$ cat src/include/sbio_map.vh
// register offsets, reset values and pin positions for the six pin port
`ifndef SBIO_MAP_VH
`define SBIO_MAP_VH
`define SBIO_ADDR_W            6
`define SBIO_LEVEL_ADDR        6'h16
`define SBIO_DIR_ADDR          6'h17
`define SBIO_LATCH_ADDR        6'h18
`define SBIO_DIR_RST           6'h00
`define SBIO_LATCH_RST         5'h00
`define SBIO_PIN_CNT           6
`define SBIO_PAD_RESET         5
`define SBIO_PAD_SCK           2
`define SBIO_PAD_MISO          1
`define SBIO_PAD_MOSI          0
`define SBIO_ANALOG_MASK       6'h3c
`endif

$ cat src/hw/sbio_port.v
// six pin bidirectional general purpose port with alternate functions
`timescale 1ns/1ns
`default_nettype none
`include "sbio_map.vh"
module sbio_port (
  input  wire       clock_i,
  input  wire       reset_n_i,
  input  wire [5:0] io_addr_i,
  input  wire       io_wr_i,
  input  wire       io_rd_i,
  input  wire [7:0] io_wdata_i,
  output wire [7:0] io_rdata_o,
  output wire       io_hit_o,
  input  wire       bit_set_instruction_i,
  input  wire       bit_clear_instruction_i,
  input  wire [2:0] bit_index_i,
  input  wire       global_pullup_disable_i,
  input  wire       reset_pin_disable_fuse_i,
  input  wire       serial_prog_mode_i,
  input  wire       sleep_analog_quiet_i,
  input  wire       timer_one_compare_en_i,
  input  wire       timer_one_compare_val_i,
  input  wire       serial_data_out_i,
  input  wire       serial_data_out_en_i,
  input  wire [5:0] pad_in_i,
  output wire [5:0] pad_out_o,
  output wire [5:0] pad_oe_o,
  output wire [5:0] pad_pullup_o,
  output wire [5:0] pin_change_o,
  output wire       ext_reset_n_o,
  output wire       ext_irq_zero_input_o,
  output wire       counter_zero_clock_input_o,
  output wire       serial_clock_o,
  output wire       serial_data_in_o,
  output wire       comparator_pos_input_o,
  output wire       comparator_neg_input_o,
  output wire       converter_ref_pin_o
);

  // ------------------------------------------------------------
  // register file
  // ------------------------------------------------------------
  reg  [5:0] dir_q;
  wire [5:0] dir_d;
  reg  [4:0] latch_q;
  wire [4:0] latch_d;
  wire [7:0] bit_mask;
  wire       sel_dir;
  wire       sel_latch;
  wire       sel_level;
  wire       wr_dir;
  wire       wr_latch;
  wire       set_dir;
  wire       clr_dir;
  wire       set_latch;
  wire       clr_latch;
  wire       dir_idx_ok;
  wire       latch_idx_ok;

  assign sel_dir   = (io_addr_i == `SBIO_DIR_ADDR);
  assign sel_latch = (io_addr_i == `SBIO_LATCH_ADDR);
  assign sel_level = (io_addr_i == `SBIO_LEVEL_ADDR);
  assign bit_mask  = 8'h01 << bit_index_i;
  assign io_hit_o  = sel_dir | sel_latch | sel_level;

  // ------------------------------------------------------------
  // access decode
  // ------------------------------------------------------------
  assign dir_idx_ok   = (bit_index_i < 3'h6);
  assign latch_idx_ok = (bit_index_i < 3'h5);
  assign wr_dir       = io_wr_i & sel_dir;
  assign wr_latch     = io_wr_i & sel_latch;
  assign set_dir      = bit_set_instruction_i & sel_dir & dir_idx_ok;
  assign clr_dir      = bit_clear_instruction_i & sel_dir & dir_idx_ok;
  assign set_latch    = bit_set_instruction_i & sel_latch & latch_idx_ok;
  assign clr_latch    = bit_clear_instruction_i & sel_latch & latch_idx_ok;

  // bit ops touch one bit only, so no other pin moves mid-update;
  // clear beats set, and a bit op beats a byte write on its own bit
  genvar r;
  generate
    for (r = 0; r < `SBIO_PIN_CNT; r = r + 1) begin : g_reg_bit
      reg dir_nxt;
      always @* begin
        case ({clr_dir & bit_mask[r], set_dir & bit_mask[r], wr_dir})
          3'b000: begin
            dir_nxt = dir_q[r];
          end
          3'b001: begin
            dir_nxt = io_wdata_i[r];
          end
          3'b010, 3'b011: begin
            dir_nxt = 1'b1;
          end
          default: begin
            dir_nxt = 1'b0;
          end
        endcase
      end
      assign dir_d[r] = dir_nxt;
      if (r < `SBIO_PAD_RESET) begin : g_latch
        reg latch_nxt;
        always @* begin
          case ({clr_latch & bit_mask[r], set_latch & bit_mask[r],
                 wr_latch})
            3'b000: begin
              latch_nxt = latch_q[r];
            end
            3'b001: begin
              latch_nxt = io_wdata_i[r];
            end
            3'b010, 3'b011: begin
              latch_nxt = 1'b1;
            end
            default: begin
              latch_nxt = 1'b0;
            end
          endcase
        end
        assign latch_d[r] = latch_nxt;
      end
    end
  endgenerate

  always @(posedge clock_i or negedge reset_n_i) begin
    if (!reset_n_i) begin
      dir_q   <= `SBIO_DIR_RST;
      latch_q <= `SBIO_LATCH_RST;
    end else begin
      dir_q   <= dir_d;
      latch_q <= latch_d;
    end
  end

  // ------------------------------------------------------------
  // pad input path
  // ------------------------------------------------------------
  // quiet sleep forces analog pins low instead of letting them float
  wire [5:0] pad_level;
  wire [5:0] in_enable;
  reg  [5:0] level_q;

  assign in_enable = sleep_analog_quiet_i ? ~`SBIO_ANALOG_MASK
                                          : 6'h3f;
  assign pad_level = pad_in_i & in_enable;

  always @(posedge clock_i or negedge reset_n_i) begin
    if (!reset_n_i) begin
      level_q <= 6'h00;
    end else begin
      level_q <= pad_level;
    end
  end

  // no compare until level_q holds a real sample, else reset fakes
  // an edge on every pad that idles high
  reg        armed_q;
  always @(posedge clock_i or negedge reset_n_i) begin
    if (!reset_n_i) begin
      armed_q <= 1'b0;
    end else begin
      armed_q <= 1'b1;
    end
  end

  // change seen as a one cycle pulse per pin
  assign pin_change_o = armed_q ? (pad_level ^ level_q)
                                : 6'h00;

  // ------------------------------------------------------------
  // read data
  // ------------------------------------------------------------
  reg  [7:0] rdata_d;
  reg  [7:0] rdata_q;

  // unmapped reads return zero, never stale data
  always @* begin
    rdata_d = rdata_q;
    if (io_rd_i) begin
      if (sel_dir) begin
        rdata_d = {2'b00, dir_q};
      end else if (sel_latch) begin
        rdata_d = {3'b000, latch_q};
      end else if (sel_level) begin
        rdata_d = {2'b00, pad_level};
      end else begin
        rdata_d = 8'h00;
      end
    end
  end

  always @(posedge clock_i or negedge reset_n_i) begin
    if (!reset_n_i) begin
      rdata_q <= 8'h00;
    end else begin
      rdata_q <= rdata_d;
    end
  end
  assign io_rdata_o = rdata_q;

  // ------------------------------------------------------------
  // pad drivers, one mode per pin
  // ------------------------------------------------------------
  localparam [2:0] PM_FLOAT  = 3'h0;
  localparam [2:0] PM_PULLUP = 3'h1;
  localparam [2:0] PM_LOW    = 3'h2;
  localparam [2:0] PM_HIGH   = 3'h3;
  localparam [2:0] PM_SINK   = 3'h4;
  localparam [2:0] PM_RESET  = 3'h5;

  wire [5:0] latch_x;
  wire [5:0] gp_oe;
  wire [5:0] gp_out;
  assign latch_x = {1'b0, latch_q};

  // pad five has no high driver and no pull-up, so it only sinks
  genvar g;
  generate
    for (g = 0; g < `SBIO_PIN_CNT; g = g + 1) begin : g_pin
      reg [2:0] mode;
      reg       oe;
      reg       out;
      reg       pu;
      always @* begin
        mode = PM_FLOAT;
        if (g == `SBIO_PAD_RESET) begin
          if (!reset_pin_disable_fuse_i) begin
            mode = PM_RESET;
          end else if (dir_q[g]) begin
            mode = PM_SINK;
          end else begin
            mode = PM_FLOAT;
          end
        end else if (dir_q[g]) begin
          mode = latch_x[g] ? PM_HIGH : PM_LOW;
        end else if (latch_x[g] && !global_pullup_disable_i) begin
          mode = PM_PULLUP;
        end else begin
          mode = PM_FLOAT;
        end
      end
      always @* begin
        case (mode)
          PM_PULLUP: begin
            oe  = 1'b0;
            out = 1'b0;
            pu  = 1'b1;
          end
          PM_LOW: begin
            oe  = 1'b1;
            out = 1'b0;
            pu  = 1'b0;
          end
          PM_HIGH: begin
            oe  = 1'b1;
            out = 1'b1;
            pu  = 1'b0;
          end
          PM_SINK: begin
            oe  = 1'b1;
            out = 1'b0;
            pu  = 1'b0;
          end
          default: begin
            oe  = 1'b0;
            out = 1'b0;
            pu  = 1'b0;
          end
        endcase
      end
      assign gp_oe[g]        = oe;
      assign gp_out[g]       = out;
      assign pad_pullup_o[g] = pu;
    end
  endgenerate

  // ------------------------------------------------------------
  // pad one and pad zero overrides
  // ------------------------------------------------------------
  wire pad1_oe;
  wire pad1_out;
  wire pad0_oe;
  reg  pad1_alt_out;
  always @* begin
    case ({serial_prog_mode_i, timer_one_compare_en_i})
      2'b00: begin
        pad1_alt_out = gp_out[1];
      end
      2'b01: begin
        pad1_alt_out = timer_one_compare_val_i;
      end
      default: begin
        pad1_alt_out = serial_data_out_i;
      end
    endcase
  end
  assign pad1_out = pad1_alt_out;
  assign pad1_oe  = serial_prog_mode_i ? serial_data_out_en_i
                                       : gp_oe[1];
  // pad zero is the serial data input while programming
  assign pad0_oe  = serial_prog_mode_i ? 1'b0 : gp_oe[0];

  assign pad_out_o = {gp_out[5:2], pad1_out, gp_out[0]};
  assign pad_oe_o  = {gp_oe[5:2], pad1_oe, pad0_oe};

  // ------------------------------------------------------------
  // external reset
  // ------------------------------------------------------------
  assign ext_reset_n_o = reset_pin_disable_fuse_i ? 1'b1
                                                  : pad_in_i[5];

  // ------------------------------------------------------------
  // alternate inputs, read from pad regardless of direction
  // ------------------------------------------------------------
  // pad two feeds irq and counter even while it drives
  assign serial_clock_o             = serial_prog_mode_i & pad_in_i[2];
  assign ext_irq_zero_input_o       = ~serial_prog_mode_i
                                      & pad_level[2];
  assign counter_zero_clock_input_o = pad_level[2];
  assign serial_data_in_o           = serial_prog_mode_i & pad_in_i[0];
  assign comparator_neg_input_o     = pad_in_i[1];
  assign comparator_pos_input_o     = pad_in_i[0];
  assign converter_ref_pin_o        = pad_in_i[0];

endmodule // sbio_port
`default_nettype wire

$ cat config.mk
export PLATFORM = sky130hd
export DESIGN_NAME = sbio_port
export DESIGN_NICKNAME = d
export VERILOG_FILES = /design/src/hw/sbio_port.v
export VERILOG_INCLUDE_DIRS = /design/src /design/src/include
export SDC_FILE = /design/constraint.sdc
export NUM_CORES = 1
export LEC_CHECK = 0
export ABC_AREA = 0
export BUFFER_PORTS_ARGS = -buffer_cell sky130_fd_sc_hd__buf_4
export CAP_MARGIN = 10
export CORE_ASPECT_RATIO = 1.2
export CORE_MARGIN = 10
export CORE_UTILIZATION = 50
export DETAILED_ROUTE_END_ITERATION = 10
export GPL_TIMING_DRIVEN = 0
export PLACE_DENSITY = 0.86
export SLEW_MARGIN = 20
export SYNTH_ARGS = -nofsm -noshare
export SYNTH_HDL_FRONTEND = slang
export SYNTH_SLANG_ARGS = --single-unit
$ cat constraint.sdc
create_clock -name clock_i -period 3 [get_ports clock_i]
set_input_delay 0.45 -clock clock_i [delete_from_list [all_inputs] [get_ports clock_i]]
set_output_delay 0.45 -clock clock_i [all_outputs]
set_load 0.03 [all_outputs]
Word level (Yosys, flattened, before mapping):

Cells that the tools add are included.

* bits in registers: 26
* input bits: 37
* output and inout bits: 41

* magnitude comparators: 2
* equal/unequal tests: 61
* shift-type cells: 1
* multiplexer cells: 55
* bitwise logic cells: 40
* reduce and logical (&&, ||, !) cells: 35

Operator list (number)
* equality test 3 x 2 -> 1 bit (second input constant): 32
* equality test 3 x 1 -> 1 bit (second input constant): 16
* AND 1 bit: 35
* zero test 3 bit: 11
* case mux 1 bit (3 select lines): 11
* two-way mux 1 bit: 31
* two-way mux 6 bit: 5
* OR reduction 2 bit: 11
* equality test 6 x 5 -> 1 bit (second input constant): 3
* OR reduction 3 bit: 6
* equality test 3 bit (second input constant): 5
* two-way mux 2 bit: 5
* AND 6 bit: 1
* less-than comparator 3 bit (second input constant): 2
* two-way mux 3 bit: 2
* << shifter 1 x 3 -> 6 bit (first input constant): 1
* bitwise XOR 6 bit: 1
* logical AND 1 bit: 5
* equality test 2 x 1 -> 1 bit (second input constant): 2
* equality test 2 bit (second input constant): 2
* equality test 2 x 3 -> 1 bit (second input constant): 1
* zero test 2 bit: 1
* OR 1 bit: 2
* case mux 1 bit (2 select lines): 1
* other kinds (2): 2

Logic depth before layout (Yosys ltp):

Gate-level depths: netlist of the first run.

* word-level depth: 8
* mapped depth: 6
* depth with buffers taken out: 4

Least setup slack after synthesis of the first run:

OpenSTA, ideal clock, no wires.

* kind: input -> output
* from: input port io_addr_i[1]
* to: output port io_hit_o
* arrival time: 1534 ps
* required time: 2550 ps
* path slack: 1016 ps
* stages on the path: 2
* path buffers: 0
* path through: or4b_4 > a21oi_1

* word-level cells in the longest chain between the ends: 3

RTL lines
* start, declared: line sbio_port.v:8 `input wire [5:0] io_addr_i,`
* equality test 6 x 5 -> 1 bit (no source line)
* OR 1 bit: line sbio_port.v:64 `assign io_hit_o = sel_dir | sel_latch | sel_level;`
* OR 1 bit (*): line sbio_port.v:64
* end, declared: line sbio_port.v:13 `output wire io_hit_o,`

Mark *: on every way between the ends. The rest lies on a longest branch, timed or not.

Worst setup path in the final report of the first run:

Ends and elaborated chain as after synthesis.

==> results of run 1 <==
## stage by stage
step                hold WS (ps)  setup slack, ps
global route                74.4             1040
global placement             357             1060
floorplan                    154             1020
CTS                         69.7             1060
detailed placement           357             1060
finish                      65.8             1060
## layout make-up
class / instances / area, µm²
clock buffer: 4 / 55.1
tap: 37 / 46.3
sequential: 24 / 601
multi-input combinational: 118 / 850
timing repair buffer: 71 / 533
fill: 286 / 957
buffer: 32 / 216
inverter: 6 / 22.5
## per-layer routing
metal  global-route usage, %  vias up  wire, µm
li1                        -      756         -
met1                    16.8      693      1790
met2                    25.4       66      2400
met3                    5.12        4       429
met4                    4.84        0        50
met5                       0        -         0
## where the power goes
| part | switching (W) | internal, W | total, W |
|---|---|---|---|
| registers | 0.0000356 | 0.000354 | 0.000390 |
| clock network | 0.0000993 | 0.000117 | 0.000216 |
| logic | 0.000166 | 0.000155 | 0.000321 |
| total | 0.000301 | 0.000627 | 0.000927 |
## state kept, by name, indices dropped and copies added (netlist names)
name / count
level_q: 6
io_rdata_o: 6
armed_q: 1
latch_q: 5
dir_q: 6
## Yosys cell counts (all sizes together)
master	instances
nand3	2
nor4b	1
dfrtp	24
a221oi	5
buf	28
nand2b	2
and3	6
xor2	5
and3b	2
a22oi	23
mux2	1
nand2	14
or2	1
clkbuf	4
o22ai	5
nor3b	8
nor2b	5
xnor2	1
nand3b	1
nor2	4
a21oi	3
o21ai	6
conb	2
inv	6
nor3	2
and4b	1
or4b	1
and2	14
## worst paths after layout
path,endpoint,slack [ps],depth (start not counted)
min reg2reg,io_rdata_o[5],540,2
max reg2reg,io_rdata_o[4],2020,2
min in group clock_i,level_q[1],330,1
max,io_hit_o,1060,4
min,io_rdata_o[4],70,1
max in group asynchronous,dir_q[0],2710,1
## cells by family after synthesis
group	after synthesis	synth area share [%]
AND/OR/NAND/NOR	64	24.5
AO/OA/AOI/OAI	42	21.2
buffers and inverters	38	14.2
flip-flops	24	35.8
XOR/XNOR	6	3.13
other	2	0.448
multiplexers	1	0.671
==> metrics.cfg, run 1 <==
[grt]
grt_pass1_wl_mm=7.64
grt_pass1_vias=1536
grt_max_degree=25
gr-usage-all-layers_pct=15.0
grt-ovfl-total=0
antenna_found_initial=0

[setup_path]
worstSetupStartpointType=input pin
crit_path_max_fanout=4
worst_setup_path_end_kind=primary output
cpPeakStageDelay_ps=580
r2r_start=latch_q[4]
critPathKind=input pin to primary output
cpMostUsedCell=buf_4
slowest_stage=or4b_4
crit_start=io_addr_i[1]
worstPathBufferInverterCount=2
cp_data_required_time_ps=2550
worstPathCellList=buf_4 -> or4b_4 -> a21oi_1 -> buf_4
critical_path.top_delay_family=simple AND/OR/NAND/NOR gates
cp_data_arrival_time_ps=1490

[clock_tree]
cts.clk_slew.worst_paths_ps=80
post-cts-setup-buffers=0
cts_sinks=24
cts_root_buf=clkbuf_8
cts_hold_buf=0
htree_levels=1
numCtsBuffers=3
ctsLongestPathBuffers=2
cts_tree=built
worstSkewPairLatency_ps=260
ctsResizeCount=0

[routing]
routed_wl_mm=4.67
wl_per_cell_um=16.0
detail-route-antenna-nets=0
initialDrtViolationCount=59
vias=1519
via_per_inst=5.20
drc_errors=0
drt-pass1-iter-count=5

[yosys]
synth_area_leader_cell=dfrtp_1
syn_area_per_cell_um2=9.48
synthTopCellsByArea=dfrtp_1, buf_4, a22oi_1, and2_1, a221oi_2
synth_cell_type_count=35
synth-seq-area-share_pct=35.8
syn_area_mm2=0.00168
yosys_register_bits=24
synth_warnings=0
synth_top_area_share_pct=35.8
netlist_instances=177

[outcome]
status=complete, no violations

[die]
std_cell_rows=23
design.die.area_mm2=0.00608
coreArea_mm2=0.00328
pin_count=78
die_y_um=83.5
die_w_um=72.9
initial_core_util_pct=51.1

[timing]
period_needed_ps=1940
hold_viol=0
worst_pin_slew_ps=645
fmax_mhz=516
maxSlewViolCount=0
relSlewSlack_pct=56.8
fin_skew_ps=3.00
period_share_pct=64.6
setup_violations=0
rsz0062_at_grt=false
finalSetupTns_ps=0

[layout]
stdcell_area_mm2=0.00232
final_common_cell=buf_4
final_cell_mix=buf_4, dfrtp_1, a22oi_1
final_nets=293
stdcell_count=292
area_delta_synth_final_pct=38.5
fin_util_pct=70.8
antenna_cells=0
drive_above_1_share_pct=47.1

[placed_design]
port_buffers=71
placement.cell_area_mm2=0.00227
hpwlAfterDp_mm=3.87
place.gp.congestion=0.825
place_inst=288

[power]
p_leak_nw=1.20
power_w=0.000927
peakVddDrop_v=0.000330
power_density_mw_per_mm2=399

[hold_path]
hold_class=input pin to async pin

[flow_run]
max-cap-violations=0

Power figures use the tool's default switching activity.
==> inputs of run 2 (changes only) <==
CORE_UTILIZATION = 47   (was 50)
PLACE_DENSITY = 0.81   (was 0.86)
clock period = 1.9 ns   (was 3 ns; I/O delays follow)
==> metrics.cfg, run 2 (synthesis results as in run 1) <==
[setup_path]
cp_data_required_time_ps=1620
rrSetupSlack_ps=940
cp_data_arrival_time_ps=1300
critical_path.top_delay_family=simple AND/OR/NAND/NOR gates
worstSetupStartpointType=input pin
slowest_stage=or4b_4
cpPeakStageDelay_ps=570
worstPathCellList=buf_4 -> or4b_4 -> a21oi_1 -> buf_4
worst_setup_path_end_kind=primary output
cpMostUsedCell=buf_4
worstPathBufferInverterCount=2
critPathKind=input pin to primary output
crit_path_max_fanout=4

[die]
pin_count=78
die_w_um=74.5
std_cell_rows=23
coreArea_mm2=0.00340
die_y_um=85.5
initial_core_util_pct=49.4
design.die.area_mm2=0.00637

[routing]
drt-pass1-iter-count=4
detail-route-antenna-nets=0
vias=1515
drc_errors=0
routed_wl_mm=4.60
wl_per_cell_um=15.7
initialDrtViolationCount=55
via_per_inst=5.17

[timing]
relSlewSlack_pct=61.9
period_needed_ps=1590
hold_viol=0
finalSetupTns_ps=0
setup_violations=0
fmax_mhz=629
fin_skew_ps=1.11
rsz0062_at_grt=false
maxSlewViolCount=0
worst_pin_slew_ps=569
period_share_pct=83.6

[power]
peakVddDrop_v=0.000333
p_leak_nw=1.21
power_density_mw_per_mm2=630

[grt]
grt_pass1_wl_mm=7.42
grt_pass1_vias=1541
antenna_found_initial=0
grt_max_degree=25
gr-usage-all-layers_pct=14.2
grt-ovfl-total=0

[clock_tree]
worstSkewPairLatency_ps=260
htree_levels=1
cts_sinks=24
cts_tree=built
cts.clk_slew.worst_paths_ps=80
ctsLongestPathBuffers=2
post-cts-setup-buffers=0
numCtsBuffers=3
cts_root_buf=clkbuf_8

[layout]
stdcell_count=293
final_common_cell=buf_4
final_cell_mix=buf_4, dfrtp_1, a22oi_1
final_nets=294
drive_above_1_share_pct=46.9
area_delta_synth_final_pct=39.1
antenna_cells=0

[placed_design]
place_inst=288
port_buffers=71
place.gp.congestion=0.819
hpwlAfterDp_mm=3.82

[outcome]
status=complete, no violations

[hold_path]
hold_class=input pin to flop

[flow_run]
max-cap-violations=0

-- run 2: cell count changes in the layout (fill, tap and decap cells not counted), sizes merged --
cell | before | now
dlygate4sd3 | 0 | 1
-- run 2: repair_timing --
action	in CTS	in global routing
resized for setup	0	0
endpoints found under the hold margin	24	0
hold buffers	1	0
-- run 2: power by group --
part           total [W]  switching (W)  internal [W]
registers       0.000615      0.0000556      0.000559
logic           0.000509       0.000262      0.000247
clock network   0.000347       0.000162      0.000185
-- run 2: layout make-up --
class / count / area (µm²)
timing repair buffer: 72 / 543
clock buffer: 4 / 55.1
tap: 37 / 46.3
inverter: 6 / 22.5
buffer: 32 / 216
multi-input combinational: 118 / 850
fill: 298 / 1060
sequential: 24 / 601
-- run 2: metrics by stage --
stage | hold WS [ps] | cell area [µm²] | total power, W | utilization (%) | setup WS [ps]
4_1_cts | 163 | 2330 | 0.00148 | 68.7 | 309
3_5_place_dp | 201 | 2270 | 0.00113 | 66.8 | 312
3_3_place_gp | 193 | 2270 | 0.00113 | 66.8 | 301
2_1_floorplan | -10.6 | 1690 | 0.000926 | - | 246
6_report | 167 | 2330 | 0.00147 | 68.7 | 311
5_1_grt | 152 | 2330 | 0.00155 | 68.7 | 210
-- run 2: worst paths after layout --
| path | end | depth (start not counted) | from |
|---|---|---|---|
| max in group asynchronous | latch_q[4] | 2 | reset_n_i |
| max reg2reg | io_rdata_o[2] | 2 | latch_q[2] |
| min | level_q[1] | 1 | pad_in_i[1] |
| min reg2reg | io_rdata_o[5] | 2 | io_rdata_o[5] |
| min in group asynchronous | io_rdata_o[4] | 2 | reset_n_i |
| max | io_hit_o | 4 | io_addr_i[1] |
-- run 2: layer usage --
| layer | track usage (%) | vias up | part of all wire [%] |
|---|---|---|---|
| met3 | 4.43 | 8 | 8.0 |
| met4 | 4.48 | 0 | 1.7 |
| li1 | - | 758 | - |
| met5 | 0 | - | 0 |
| met1 | 15.1 | 705 | 36 |
| met2 | 25.7 | 44 | 54 |
